$ cat src/hdl/pcm_pkg.sv
`default_nettype none
package pcm_pkg;

   // ***************************************************************
   // register map
   // ***************************************************************
   localparam int           PCM_NUM_PADS   = 12;
   localparam int           PCM_NUM_CODES  = 8;
   localparam logic [7:0]   PCM_OFF_PADS_0_3  = 8'h00;
   localparam logic [7:0]   PCM_OFF_PADS_4_7  = 8'h04;
   localparam logic [7:0]   PCM_OFF_PADS_8_11 = 8'h08;
   localparam logic [7:0]   PCM_OFF_KEY       = 8'h60;

   // register indices returned by the address decoder
   localparam logic [2:0]   PCM_IDX_PADS_0_3  = 3'h0;
   localparam logic [2:0]   PCM_IDX_PADS_4_7  = 3'h1;
   localparam logic [2:0]   PCM_IDX_PADS_8_11 = 3'h2;
   localparam logic [2:0]   PCM_IDX_KEY       = 3'h3;
   localparam logic [2:0]   PCM_IDX_NONE      = 3'h4;

   // every selector resets to the general-purpose code, other fields to zero
   localparam logic [31:0]  PCM_RST_PADS   = 32'h18181818;
   localparam logic [2:0]   PCM_FSEL_GPIO  = 3'h3;

   // writable bits; reserved bits are held at zero
   localparam logic [31:0]  PCM_MASK_PADS_0_3  = 32'hBF3F3F3F;
   localparam logic [31:0]  PCM_MASK_PADS_4_7  = 32'h3FFFFFBF;
   localparam logic [31:0]  PCM_MASK_PADS_8_11 = 32'h5F3FFFFF;

   // field positions inside each pad's byte lane
   localparam int           PCM_FLD_PULL   = 0;
   localparam int           PCM_FLD_INPEN  = 1;
   localparam int           PCM_FLD_DRIVE  = 2;
   localparam int           PCM_FLD_FSEL   = 3;
   localparam int           PCM_FLD_LOWPWR = 6;
   localparam int           PCM_FLD_RSEL   = 6;
   localparam int           PCM_FLD_UPPWR  = 7;

   // which pads own the optional fields in bits 7:6 of their lane
   localparam logic [11:0]  PCM_HAS_RSEL   = 12'h360;
   localparam logic [11:0]  PCM_HAS_UPPWR  = 12'h018;
   localparam logic [11:0]  PCM_HAS_LOWPWR = 12'h800;

   // listed driving codes per pad, pad 11 in the top byte
   localparam logic [95:0]  PCM_FUNC_LEGAL =
      {8'h0F, 8'h8F, 8'hAF, 8'hAF, 8'h4F, 8'h5F, 8'h5F, 8'h7F, 8'h3F, 8'hFF, 8'hFF, 8'hFF};

   // axi response codes
   localparam logic [1:0]   PCM_RESP_OKAY   = 2'h0;
   localparam logic [1:0]   PCM_RESP_SLVERR = 2'h2;

   // electrical and routing view of one pad
   typedef struct packed {
      logic [2:0] fsel;
      logic       drive_high;
      logic       input_en;
      logic       pullup_en;
      logic [1:0] pullup_res;
      logic       upper_pwr;
      logic       lower_pwr;
   } pcm_pad_cfg_t;

   // true when a code routes a real function onto the pad
   function automatic logic pcm_func_legal(input int pad, input logic [2:0] code);
      pcm_func_legal = PCM_FUNC_LEGAL[pad * PCM_NUM_CODES + int'(code)];
   endfunction

   // word address to register index
   function automatic logic [2:0] pcm_reg_sel(input logic [7:0] addr);
      unique case (addr)
         PCM_OFF_PADS_0_3:  pcm_reg_sel = PCM_IDX_PADS_0_3;
         PCM_OFF_PADS_4_7:  pcm_reg_sel = PCM_IDX_PADS_4_7;
         PCM_OFF_PADS_8_11: pcm_reg_sel = PCM_IDX_PADS_8_11;
         PCM_OFF_KEY:       pcm_reg_sel = PCM_IDX_KEY;
         default:           pcm_reg_sel = PCM_IDX_NONE;
      endcase
   endfunction

   // byte-strobed merge of a write, reserved bits forced low
   function automatic logic [31:0] pcm_merge(input logic [31:0] old,
                                             input logic [31:0] wdata,
                                             input logic [3:0]  strb,
                                             input logic [31:0] mask);
      logic [31:0] lanes;
      lanes = {{8{strb[3]}}, {8{strb[2]}}, {8{strb[1]}}, {8{strb[0]}}};
      pcm_merge = ((old & ~lanes) | (wdata & lanes)) & mask;
   endfunction

endpackage
`default_nettype wire

$ cat src/hdl/pcm_pad_mux.sv
// Our own choice: the AXI4-Lite slave port.
`default_nettype none
module pcm_pad_mux
   import pcm_pkg::*;
#(
   parameter logic [31:0] KEY_VALUE = 32'h0000_00A5  // arbitrary unlock word
)(
   // clock, reset, enable
   input  wire logic                  clk,
   input  wire logic                  rst,
   input  wire logic                  ce,
   // axi4-lite write address
   input  wire logic [7:0]            s_axi_awaddr,
   input  wire logic [2:0]            s_axi_awprot,
   input  wire logic                  s_axi_awvalid,
   output logic                       s_axi_awready,
   // axi4-lite write data
   input  wire logic [31:0]           s_axi_wdata,
   input  wire logic [3:0]            s_axi_wstrb,
   input  wire logic                  s_axi_wvalid,
   output logic                       s_axi_wready,
   // axi4-lite write response
   output logic [1:0]                 s_axi_bresp,
   output logic                       s_axi_bvalid,
   input  wire logic                  s_axi_bready,
   // axi4-lite read address
   input  wire logic [7:0]            s_axi_araddr,
   input  wire logic [2:0]            s_axi_arprot,
   input  wire logic                  s_axi_arvalid,
   output logic                       s_axi_arready,
   // axi4-lite read data
   output logic [31:0]                s_axi_rdata,
   output logic [1:0]                 s_axi_rresp,
   output logic                       s_axi_rvalid,
   input  wire logic                  s_axi_rready,
   // peripheral side, indexed [pad][function code]
   input  wire logic [11:0][7:0]      periph_out,
   input  wire logic [11:0][7:0]      periph_oe,
   output logic      [11:0][7:0]      periph_in,
   // pad cells
   input  wire logic [11:0]           pad_in,
   output logic      [11:0]           pad_out,
   output logic      [11:0]           pad_oe,
   output pcm_pad_cfg_t [11:0]        pad_cfg,
   // lock state
   output logic                       pads_unlocked
);

   // ***************************************************************
   // state
   // ***************************************************************
   logic [31:0]        pads_0_3_reg;
   logic [31:0]        pads_4_7_reg;
   logic [31:0]        pads_8_11_reg;
   logic               unlock_reg;
   logic               aw_held_reg;
   logic [7:0]         aw_addr_reg;
   logic               w_held_reg;
   logic [31:0]        w_data_reg;
   logic [3:0]         w_strb_reg;
   logic               bvalid_reg;
   logic [1:0]         bresp_reg;
   logic               rvalid_reg;
   logic [31:0]        rdata_reg;
   logic [1:0]         rresp_reg;
   logic [11:0]        pad_in_meta_reg;
   logic [11:0]        pad_in_sync_reg;
   logic [11:0]        pad_out_reg;
   logic [11:0]        pad_oe_reg;
   logic [11:0][7:0]   periph_in_reg;
   logic [95:0]        pad_bytes;
   logic               wr_fire;
   logic [2:0]         wr_idx;
   logic [2:0]         rd_idx;
   logic [11:0]        route_ok;

   // ***************************************************************
   // axi write channel
   // ***************************************************************

   // address and data may arrive in either order; each is held until both are in;
   // handshakes are masked by ce so a frozen block neither takes nor answers a beat
   assign s_axi_awready = ce & ~aw_held_reg & ~bvalid_reg;
   assign s_axi_wready  = ce & ~w_held_reg & ~bvalid_reg;
   assign s_axi_bvalid  = ce & bvalid_reg;
   assign s_axi_bresp   = bresp_reg;
   assign wr_fire       = aw_held_reg & w_held_reg & ~bvalid_reg;
   assign wr_idx        = pcm_reg_sel(aw_addr_reg);

   // capture write address
   always_ff @(posedge clk or posedge rst) begin
      if (rst) begin
         aw_held_reg <= 1'b0;
         aw_addr_reg <= 8'h00;
      end else if (ce) begin
         if (s_axi_awvalid && s_axi_awready) begin
            aw_held_reg <= 1'b1;
            aw_addr_reg <= s_axi_awaddr;
         end else if (wr_fire) begin
            aw_held_reg <= 1'b0;
         end
      end
   end

   // capture write data
   always_ff @(posedge clk or posedge rst) begin
      if (rst) begin
         w_held_reg <= 1'b0;
         w_data_reg <= 32'h0000_0000;
         w_strb_reg <= 4'h0;
      end else if (ce) begin
         if (s_axi_wvalid && s_axi_wready) begin
            w_held_reg <= 1'b1;
            w_data_reg <= s_axi_wdata;
            w_strb_reg <= s_axi_wstrb;
         end else if (wr_fire) begin
            w_held_reg <= 1'b0;
         end
      end
   end

   // write response valid; raised once both halves are in, dropped when taken
   always_ff @(posedge clk or posedge rst) begin
      if (rst) begin
         bvalid_reg <= 1'b0;
      end else if (ce) begin
         if (wr_fire) begin
            bvalid_reg <= 1'b1;
         end else if (s_axi_bready) begin
            bvalid_reg <= 1'b0;
         end
      end
   end

   // write response code; a locked pad write is refused with slverr so software sees it
   always_ff @(posedge clk or posedge rst) begin
      if (rst) begin
         bresp_reg <= PCM_RESP_OKAY;
      end else if (ce) begin
         if (wr_fire) begin
            if (wr_idx == PCM_IDX_NONE) begin
               bresp_reg <= PCM_RESP_SLVERR;
            end else if (wr_idx != PCM_IDX_KEY && !unlock_reg) begin
               bresp_reg <= PCM_RESP_SLVERR;
            end else begin
               bresp_reg <= PCM_RESP_OKAY;
            end
         end
      end
   end

   // ***************************************************************
   // key and pad registers
   // ***************************************************************

   // one key for all three words; any other value locks again
   always_ff @(posedge clk or posedge rst) begin
      if (rst) begin
         unlock_reg <= 1'b0;
      end else if (ce) begin
         if (wr_fire && wr_idx == PCM_IDX_KEY) begin
            unlock_reg <= (w_strb_reg == 4'hF) && (w_data_reg == KEY_VALUE);
         end
      end
   end

   // pads 0 to 3; merge masks drop reserved bits so they always read zero
   always_ff @(posedge clk or posedge rst) begin
      if (rst) begin
         pads_0_3_reg <= PCM_RST_PADS;
      end else if (ce) begin
         if (wr_fire && unlock_reg && wr_idx == PCM_IDX_PADS_0_3) begin
            pads_0_3_reg <= pcm_merge(pads_0_3_reg, w_data_reg, w_strb_reg,
                                      PCM_MASK_PADS_0_3);
         end
      end
   end

   // pads 4 to 7; resistor choices of pads 5 and 6 and the upper switch of pad 4 live here
   always_ff @(posedge clk or posedge rst) begin
      if (rst) begin
         pads_4_7_reg <= PCM_RST_PADS;
      end else if (ce) begin
         if (wr_fire && unlock_reg && wr_idx == PCM_IDX_PADS_4_7) begin
            pads_4_7_reg <= pcm_merge(pads_4_7_reg, w_data_reg, w_strb_reg,
                                      PCM_MASK_PADS_4_7);
         end
      end
   end

   // pads 8 to 11; pad 11 has a two-bit selector, its top code bit is reserved
   always_ff @(posedge clk or posedge rst) begin
      if (rst) begin
         pads_8_11_reg <= PCM_RST_PADS;
      end else if (ce) begin
         if (wr_fire && unlock_reg && wr_idx == PCM_IDX_PADS_8_11) begin
            pads_8_11_reg <= pcm_merge(pads_8_11_reg, w_data_reg, w_strb_reg,
                                       PCM_MASK_PADS_8_11);
         end
      end
   end

   assign pads_unlocked = unlock_reg;

   // ***************************************************************
   // axi read channel
   // ***************************************************************

   // one read outstanding; the next address waits until the data is taken
   assign s_axi_arready = ce & ~rvalid_reg;
   assign s_axi_rvalid  = ce & rvalid_reg;
   assign s_axi_rdata   = rdata_reg;
   assign s_axi_rresp   = rresp_reg;
   assign rd_idx        = pcm_reg_sel(s_axi_araddr);

   // read valid rises the cycle after the address is taken and stands until rready
   always_ff @(posedge clk or posedge rst) begin
      if (rst) begin
         rvalid_reg <= 1'b0;
      end else if (ce) begin
         if (s_axi_arvalid && s_axi_arready) begin
            rvalid_reg <= 1'b1;
         end else if (s_axi_rready) begin
            rvalid_reg <= 1'b0;
         end
      end
   end

   // read data; the key word shows the lock state, never the key itself
   always_ff @(posedge clk or posedge rst) begin
      if (rst) begin
         rdata_reg <= 32'h0000_0000;
         rresp_reg <= PCM_RESP_OKAY;
      end else if (ce) begin
         if (s_axi_arvalid && s_axi_arready) begin
            rresp_reg <= PCM_RESP_OKAY;
            unique case (rd_idx)
               PCM_IDX_PADS_0_3:  rdata_reg <= pads_0_3_reg;
               PCM_IDX_PADS_4_7:  rdata_reg <= pads_4_7_reg;
               PCM_IDX_PADS_8_11: rdata_reg <= pads_8_11_reg;
               PCM_IDX_KEY:       rdata_reg <= {31'h0000_0000, unlock_reg};
               default: begin
                  rdata_reg <= 32'h0000_0000;
                  rresp_reg <= PCM_RESP_SLVERR;
               end
            endcase
         end
      end
   end

   // ***************************************************************
   // field decode
   // ***************************************************************

   // every pad owns one byte lane with the same layout
   assign pad_bytes = {pads_8_11_reg, pads_4_7_reg, pads_0_3_reg};

   // unpack lanes; optional bits only exist where the pad has them
   always_comb begin
      for (int i = 0; i < PCM_NUM_PADS; i++) begin
         pad_cfg[i].fsel       = pad_bytes[i*8 + PCM_FLD_FSEL +: 3];
         pad_cfg[i].drive_high = pad_bytes[i*8 + PCM_FLD_DRIVE];
         pad_cfg[i].input_en   = pad_bytes[i*8 + PCM_FLD_INPEN];
         pad_cfg[i].pullup_en  = pad_bytes[i*8 + PCM_FLD_PULL];
         pad_cfg[i].pullup_res = PCM_HAS_RSEL[i] ?
                                 pad_bytes[i*8 + PCM_FLD_RSEL +: 2] : 2'h0;
         pad_cfg[i].upper_pwr  = PCM_HAS_UPPWR[i] &
                                 pad_bytes[i*8 + PCM_FLD_UPPWR];
         pad_cfg[i].lower_pwr  = PCM_HAS_LOWPWR[i] &
                                 pad_bytes[i*8 + PCM_FLD_LOWPWR];
      end
   end

   // ***************************************************************
   // pad input synchroniser
   // ***************************************************************

   // pins are asynchronous to clk; this first stage may go metastable
   always_ff @(posedge clk or posedge rst) begin
      if (rst) begin
         pad_in_meta_reg <= 12'h000;
      end else if (ce) begin
         pad_in_meta_reg <= pad_in;
      end
   end

   // second stage is the only reader of the first and the only copy the mux uses
   always_ff @(posedge clk or posedge rst) begin
      if (rst) begin
         pad_in_sync_reg <= 12'h000;
      end else if (ce) begin
         pad_in_sync_reg <= pad_in_meta_reg;
      end
   end

   // ***************************************************************
   // function routing
   // ***************************************************************

   // legality of the code each pad holds now; disabled and unlisted codes fail it
   always_comb begin
      for (int i = 0; i < PCM_NUM_PADS; i++) begin
         route_ok[i] = pcm_func_legal(i, pad_cfg[i].fsel);
      end
   end

   // registered mux costs one cycle of latency but keeps pad outputs glitch free
   always_ff @(posedge clk or posedge rst) begin
      if (rst) begin
         pad_out_reg <= 12'h000;
      end else if (ce) begin
         for (int i = 0; i < PCM_NUM_PADS; i++) begin
            if (route_ok[i]) begin
               pad_out_reg[i] <= periph_out[i][pad_cfg[i].fsel];
            end else begin
               pad_out_reg[i] <= 1'b0;
            end
         end
      end
   end

   // output enable follows the routed function; off for disabled or unlisted codes
   always_ff @(posedge clk or posedge rst) begin
      if (rst) begin
         pad_oe_reg <= 12'h000;
      end else if (ce) begin
         for (int i = 0; i < PCM_NUM_PADS; i++) begin
            if (route_ok[i]) begin
               pad_oe_reg[i] <= periph_oe[i][pad_cfg[i].fsel];
            end else begin
               pad_oe_reg[i] <= 1'b0;
            end
         end
      end
   end

   // a pin reaches only the function its pad selects, and only with input enabled
   always_ff @(posedge clk or posedge rst) begin
      if (rst) begin
         periph_in_reg <= '0;
      end else if (ce) begin
         for (int i = 0; i < PCM_NUM_PADS; i++) begin
            for (int c = 0; c < PCM_NUM_CODES; c++) begin
               periph_in_reg[i][c] <= route_ok[i] &&
                                      (pad_cfg[i].fsel == 3'(c)) &&
                                      pad_cfg[i].input_en &&
                                      pad_in_sync_reg[i];
            end
         end
      end
   end

   assign pad_out   = pad_out_reg;
   assign pad_oe    = pad_oe_reg;
   assign periph_in = periph_in_reg;

endmodule
`default_nettype wire

$ cat config.mk
export PLATFORM = sky130hd
export DESIGN_NAME = pcm_pad_mux
export DESIGN_NICKNAME = d
export VERILOG_FILES = /design/src/hdl/pcm_pkg.sv /design/src/hdl/pcm_pad_mux.sv
export SDC_FILE = /design/constraint.sdc
export NUM_CORES = 1
export LEC_CHECK = 0
export ABC_CLOCK_PERIOD_IN_PS = 9200
export BUFFER_PORTS_ARGS = -buffer_cell sky130_fd_sc_hd__buf_4
export CAP_MARGIN = 20
export CORE_AREA = 2 2 216 218
export CTS_CLUSTER_DIAMETER = 150
export DETAILED_ROUTE_END_ITERATION = 7
export DIE_AREA = 0 0 218 220
export PLACE_DENSITY = 0.58
export SLEW_MARGIN = 20
export SYNTH_ARGS = -nofsm -noshare
export SYNTH_HDL_FRONTEND = slang
export SYNTH_SLANG_ARGS = --single-unit
$ cat constraint.sdc
create_clock -name clk -period 9.2 [get_ports clk]
set_input_delay 0 -clock clk [delete_from_list [all_inputs] [get_ports clk]]
set_output_delay 0 -clock clk [all_outputs]
set_load 0.01 [all_outputs]
==> run summary <==
first-pass GRT wire length: 71200 um
CP startpoint kind: primary input
DR pass1 iterations: 5
Post-Syn Instances: 1080
unrepaired setup endpoints after global routing: no
Relative slew margins: 0.277
Arr. time, crit path: 3240 ps
initial antenna violation count: 0
clk sinks: 305
Synth Register Bits: 305
Worst Min Path Start: periph_out[20]
DR WL/cell: 21.2 um
die width: 218 um
chip height: 220 um
Final Hold Viols: 0
final antenna-violating net count: 0
status: complete, no violations
ANT cells: 0
Crit. Startpoint: ce
core footprint: 45900 sq um
fin crit share: 0.307
crit-path max FO: 33
insertion delay to the later sink of the worst-skew pair: 530 ps
fin crit period: 2820 ps
vias per cell: 4.93
Starting Density: 0.300
PwrDens: 180 nW/um^2
CP max-delay cell: nor4_4
Setup violations, final: 0
post-synthesis cell area: 13800 sq um
GRT Overall Usage: 0.197
Overflow after GRT: 0
share of post-route cells with drive strength above 1: 0.456
ys async rst share: 1.00
syn avg cell area: 12.8 sq um
YS warnings: 0
# rows: 79
clock root buffer: clkbuf_16
Worst Tran Pin Value: 1080 ps
Hold Crit Class: in2reg
number of synthesized flops with an enable pin: 0
Total Routed Length: 48500 um
pin count of the biggest net entering global routing: 115
max-slew violation count: 0
Fmax achieved: 354 MHz
area leader, netlist: dfrtp_1
CTS tree: yes
top cell type's share of synthesized area: 0.510
kind of critical path: in2reg
I/O Pins: 552
Post-synth top flop: dfrtp_1
CP max stage delay: 1000 ps
FF/Latch Area: 7660 sq um
synthesis-to-layout area growth: 47.3%
Seq/Total Area, Yosys: 0.556
area occupied by multi-input gates: 5600 sq um
crit path cell chain: dlygate4sd3_1 > buf_4 > nand4b_1 > nor4_4 > mux2_2
Max Cap Violations: 0
Placed Cells: 2092
H-tree depth: 2
Non-Filler Instances: 2286
Die Area: 48000 sq um
post-cts sizing count: 0
HPWL Detailed: 34400 um
Final GP Congestion: 0.799
Static Leak: 0.00940 uW
top post-synthesis cells by area: dfrtp_1 (51%), mux2_2 (13%), mux4_2 (4.9%)
total negative slack: 0 ps
CTS max path bufs: 3
clock skew: 10.3 ps
Fillers: 4289
vias: 11300
DRC: 0
CTS buffer count: 37
number of global-route vias before repair: 11500
number of port buffers: 459
hold slack: 22.4 ps
Setup crit end kind: register
nets: 1920
Worst-path clk slew: 60 ps
First DRT Iteration DRCs: 692
Synth cell types: 51
Max IR drop VDD: 0.000121 V
Worst EP required: 9620 ps
==> power by group <==
group | total, uW | switching (uW) | internal (uW)
sequential | 1640 | 171 | 1470
combinational | 453 | 191 | 261
clock | 1560 | 582 | 974
==> cells in the mapped netlist (12+ instances only) <==
cell         n
dfstp_2     24
nor2b_1     20
clkbuf_1    51
mux2i_1     26
mux2_2     154
nand2_1     63
a22o_1      28
nand3_1     14
mux4_2      30
a21oi_1     28
o32ai_1     17
o2bb2ai_1   41
o21ai_0     37
dfrtp_1    281
a22oi_1     28
nor2_1      47
buf_4       44
inv_1       35
buf_1       12
nand2b_1    12
==> routing by layer <==
metal	wire [um]	track usage	vias up
met5	0	0	-
met3	3180	0.0458	84
met4	1560	0.0739	0
li1	-	-	5036
met2	23200	0.320	412
met1	20500	0.257	5731
==> cell usage in the layout, fill, tap and decap left out, drive strengths merged, types with 2 or more instances in the layout <==
cell / synthesis / routed
a2111oi: 2 / 2
a21oi: 28 / 28
a22o: 28 / 28
a22oi: 28 / 28
a32o: 6 / 6
and2: 3 / 3
and3: 2 / 2
buf: 61 / 474
bufinv: 0 / 5
clkbuf: 51 / 54
clkinv: 0 / 7
conb: 1 / 44
dfrtp: 281 / 281
dfstp: 24 / 24
dlygate4sd3: 0 / 126
inv: 35 / 36
mux2: 154 / 154
mux2i: 26 / 26
mux4: 30 / 30
nand2: 65 / 65
nand2b: 12 / 12
nand3: 14 / 14
nand3b: 10 / 10
nand4: 9 / 9
nand4b: 10 / 10
nor2: 47 / 47
nor2b: 20 / 20
nor3: 5 / 5
nor4: 11 / 11
nor4b: 6 / 6
o21ai: 37 / 37
o22ai: 2 / 2
o2bb2ai: 41 / 41
o31ai: 2 / 2
o32ai: 17 / 17
or3b: 2 / 2
or4: 2 / 2
==> cell families after synthesis <==
logic type             Yosys count  share of synthesized area
flip-flops                     305                      0.556
AND/OR/NAND/NOR                220                     0.0922
multiplexers                   210                      0.194
AO/OA/AOI/OAI                  197                      0.105
buffers and inverters          147                     0.0529
other                            1                   0.000272
==> worst paths after layout <==
check | endpoint | slack, ps | depth (start not counted)
max | register | 6380 | 5
min | pad_out[2]$_DFFE_PP0P_ | 20 | 4
max reg2reg | pad_out[1]$_DFFE_PP0P_ | 6420 | 5
min reg2reg | s_axi_rdata[13]$_DFFE_PP0P_ | 480 | 2
max in group asynchronous | periph_in[4]$_DFFE_PP0P_ | 6780 | 5
min in group asynchronous | periph_in[45]$_DFFE_PP0P_ | 200 | 3
==> cell type report <==
class                      count  area share
clock buffer                  54      0.0543
clock inverter                14      0.0101
inverter                      35     0.00697
multi-input combinational    671       0.276
sequential                   305       0.378
tap                          607      0.0374
timing repair buffer         600       0.238
==> stage by stage <==
step / instance area [sq um] / util / total power [uW] / setup slack, ps
6_report: 20300 / 0.442 / 3650 / 6380
5_1_grt: 20300 / 0.442 / 3820 / 6250
4_1_cts: 20300 / 0.442 / 3710 / 6410
3_5_place_dp: 17700 / 0.386 / 2080 / 6370
3_3_place_gp: 17700 / 0.386 / 2060 / 6420
2_1_floorplan: 13900 / - / 1860 / 809
==> what timing repair did <==
item | CTS | global route
buffers inserted | 0 | 0
hold buffers | 126 | 0
endpoints found under the hold margin | 191 | 0
==> worst max-delay path, delay by kind of cell <==
kind,cells,cell delay (ps)
AND/OR/NAND/NOR,2,1840
buffers and inverters,2,960
multiplexers,1,410
No activity file was read; power rests on OpenSTA's default activity.
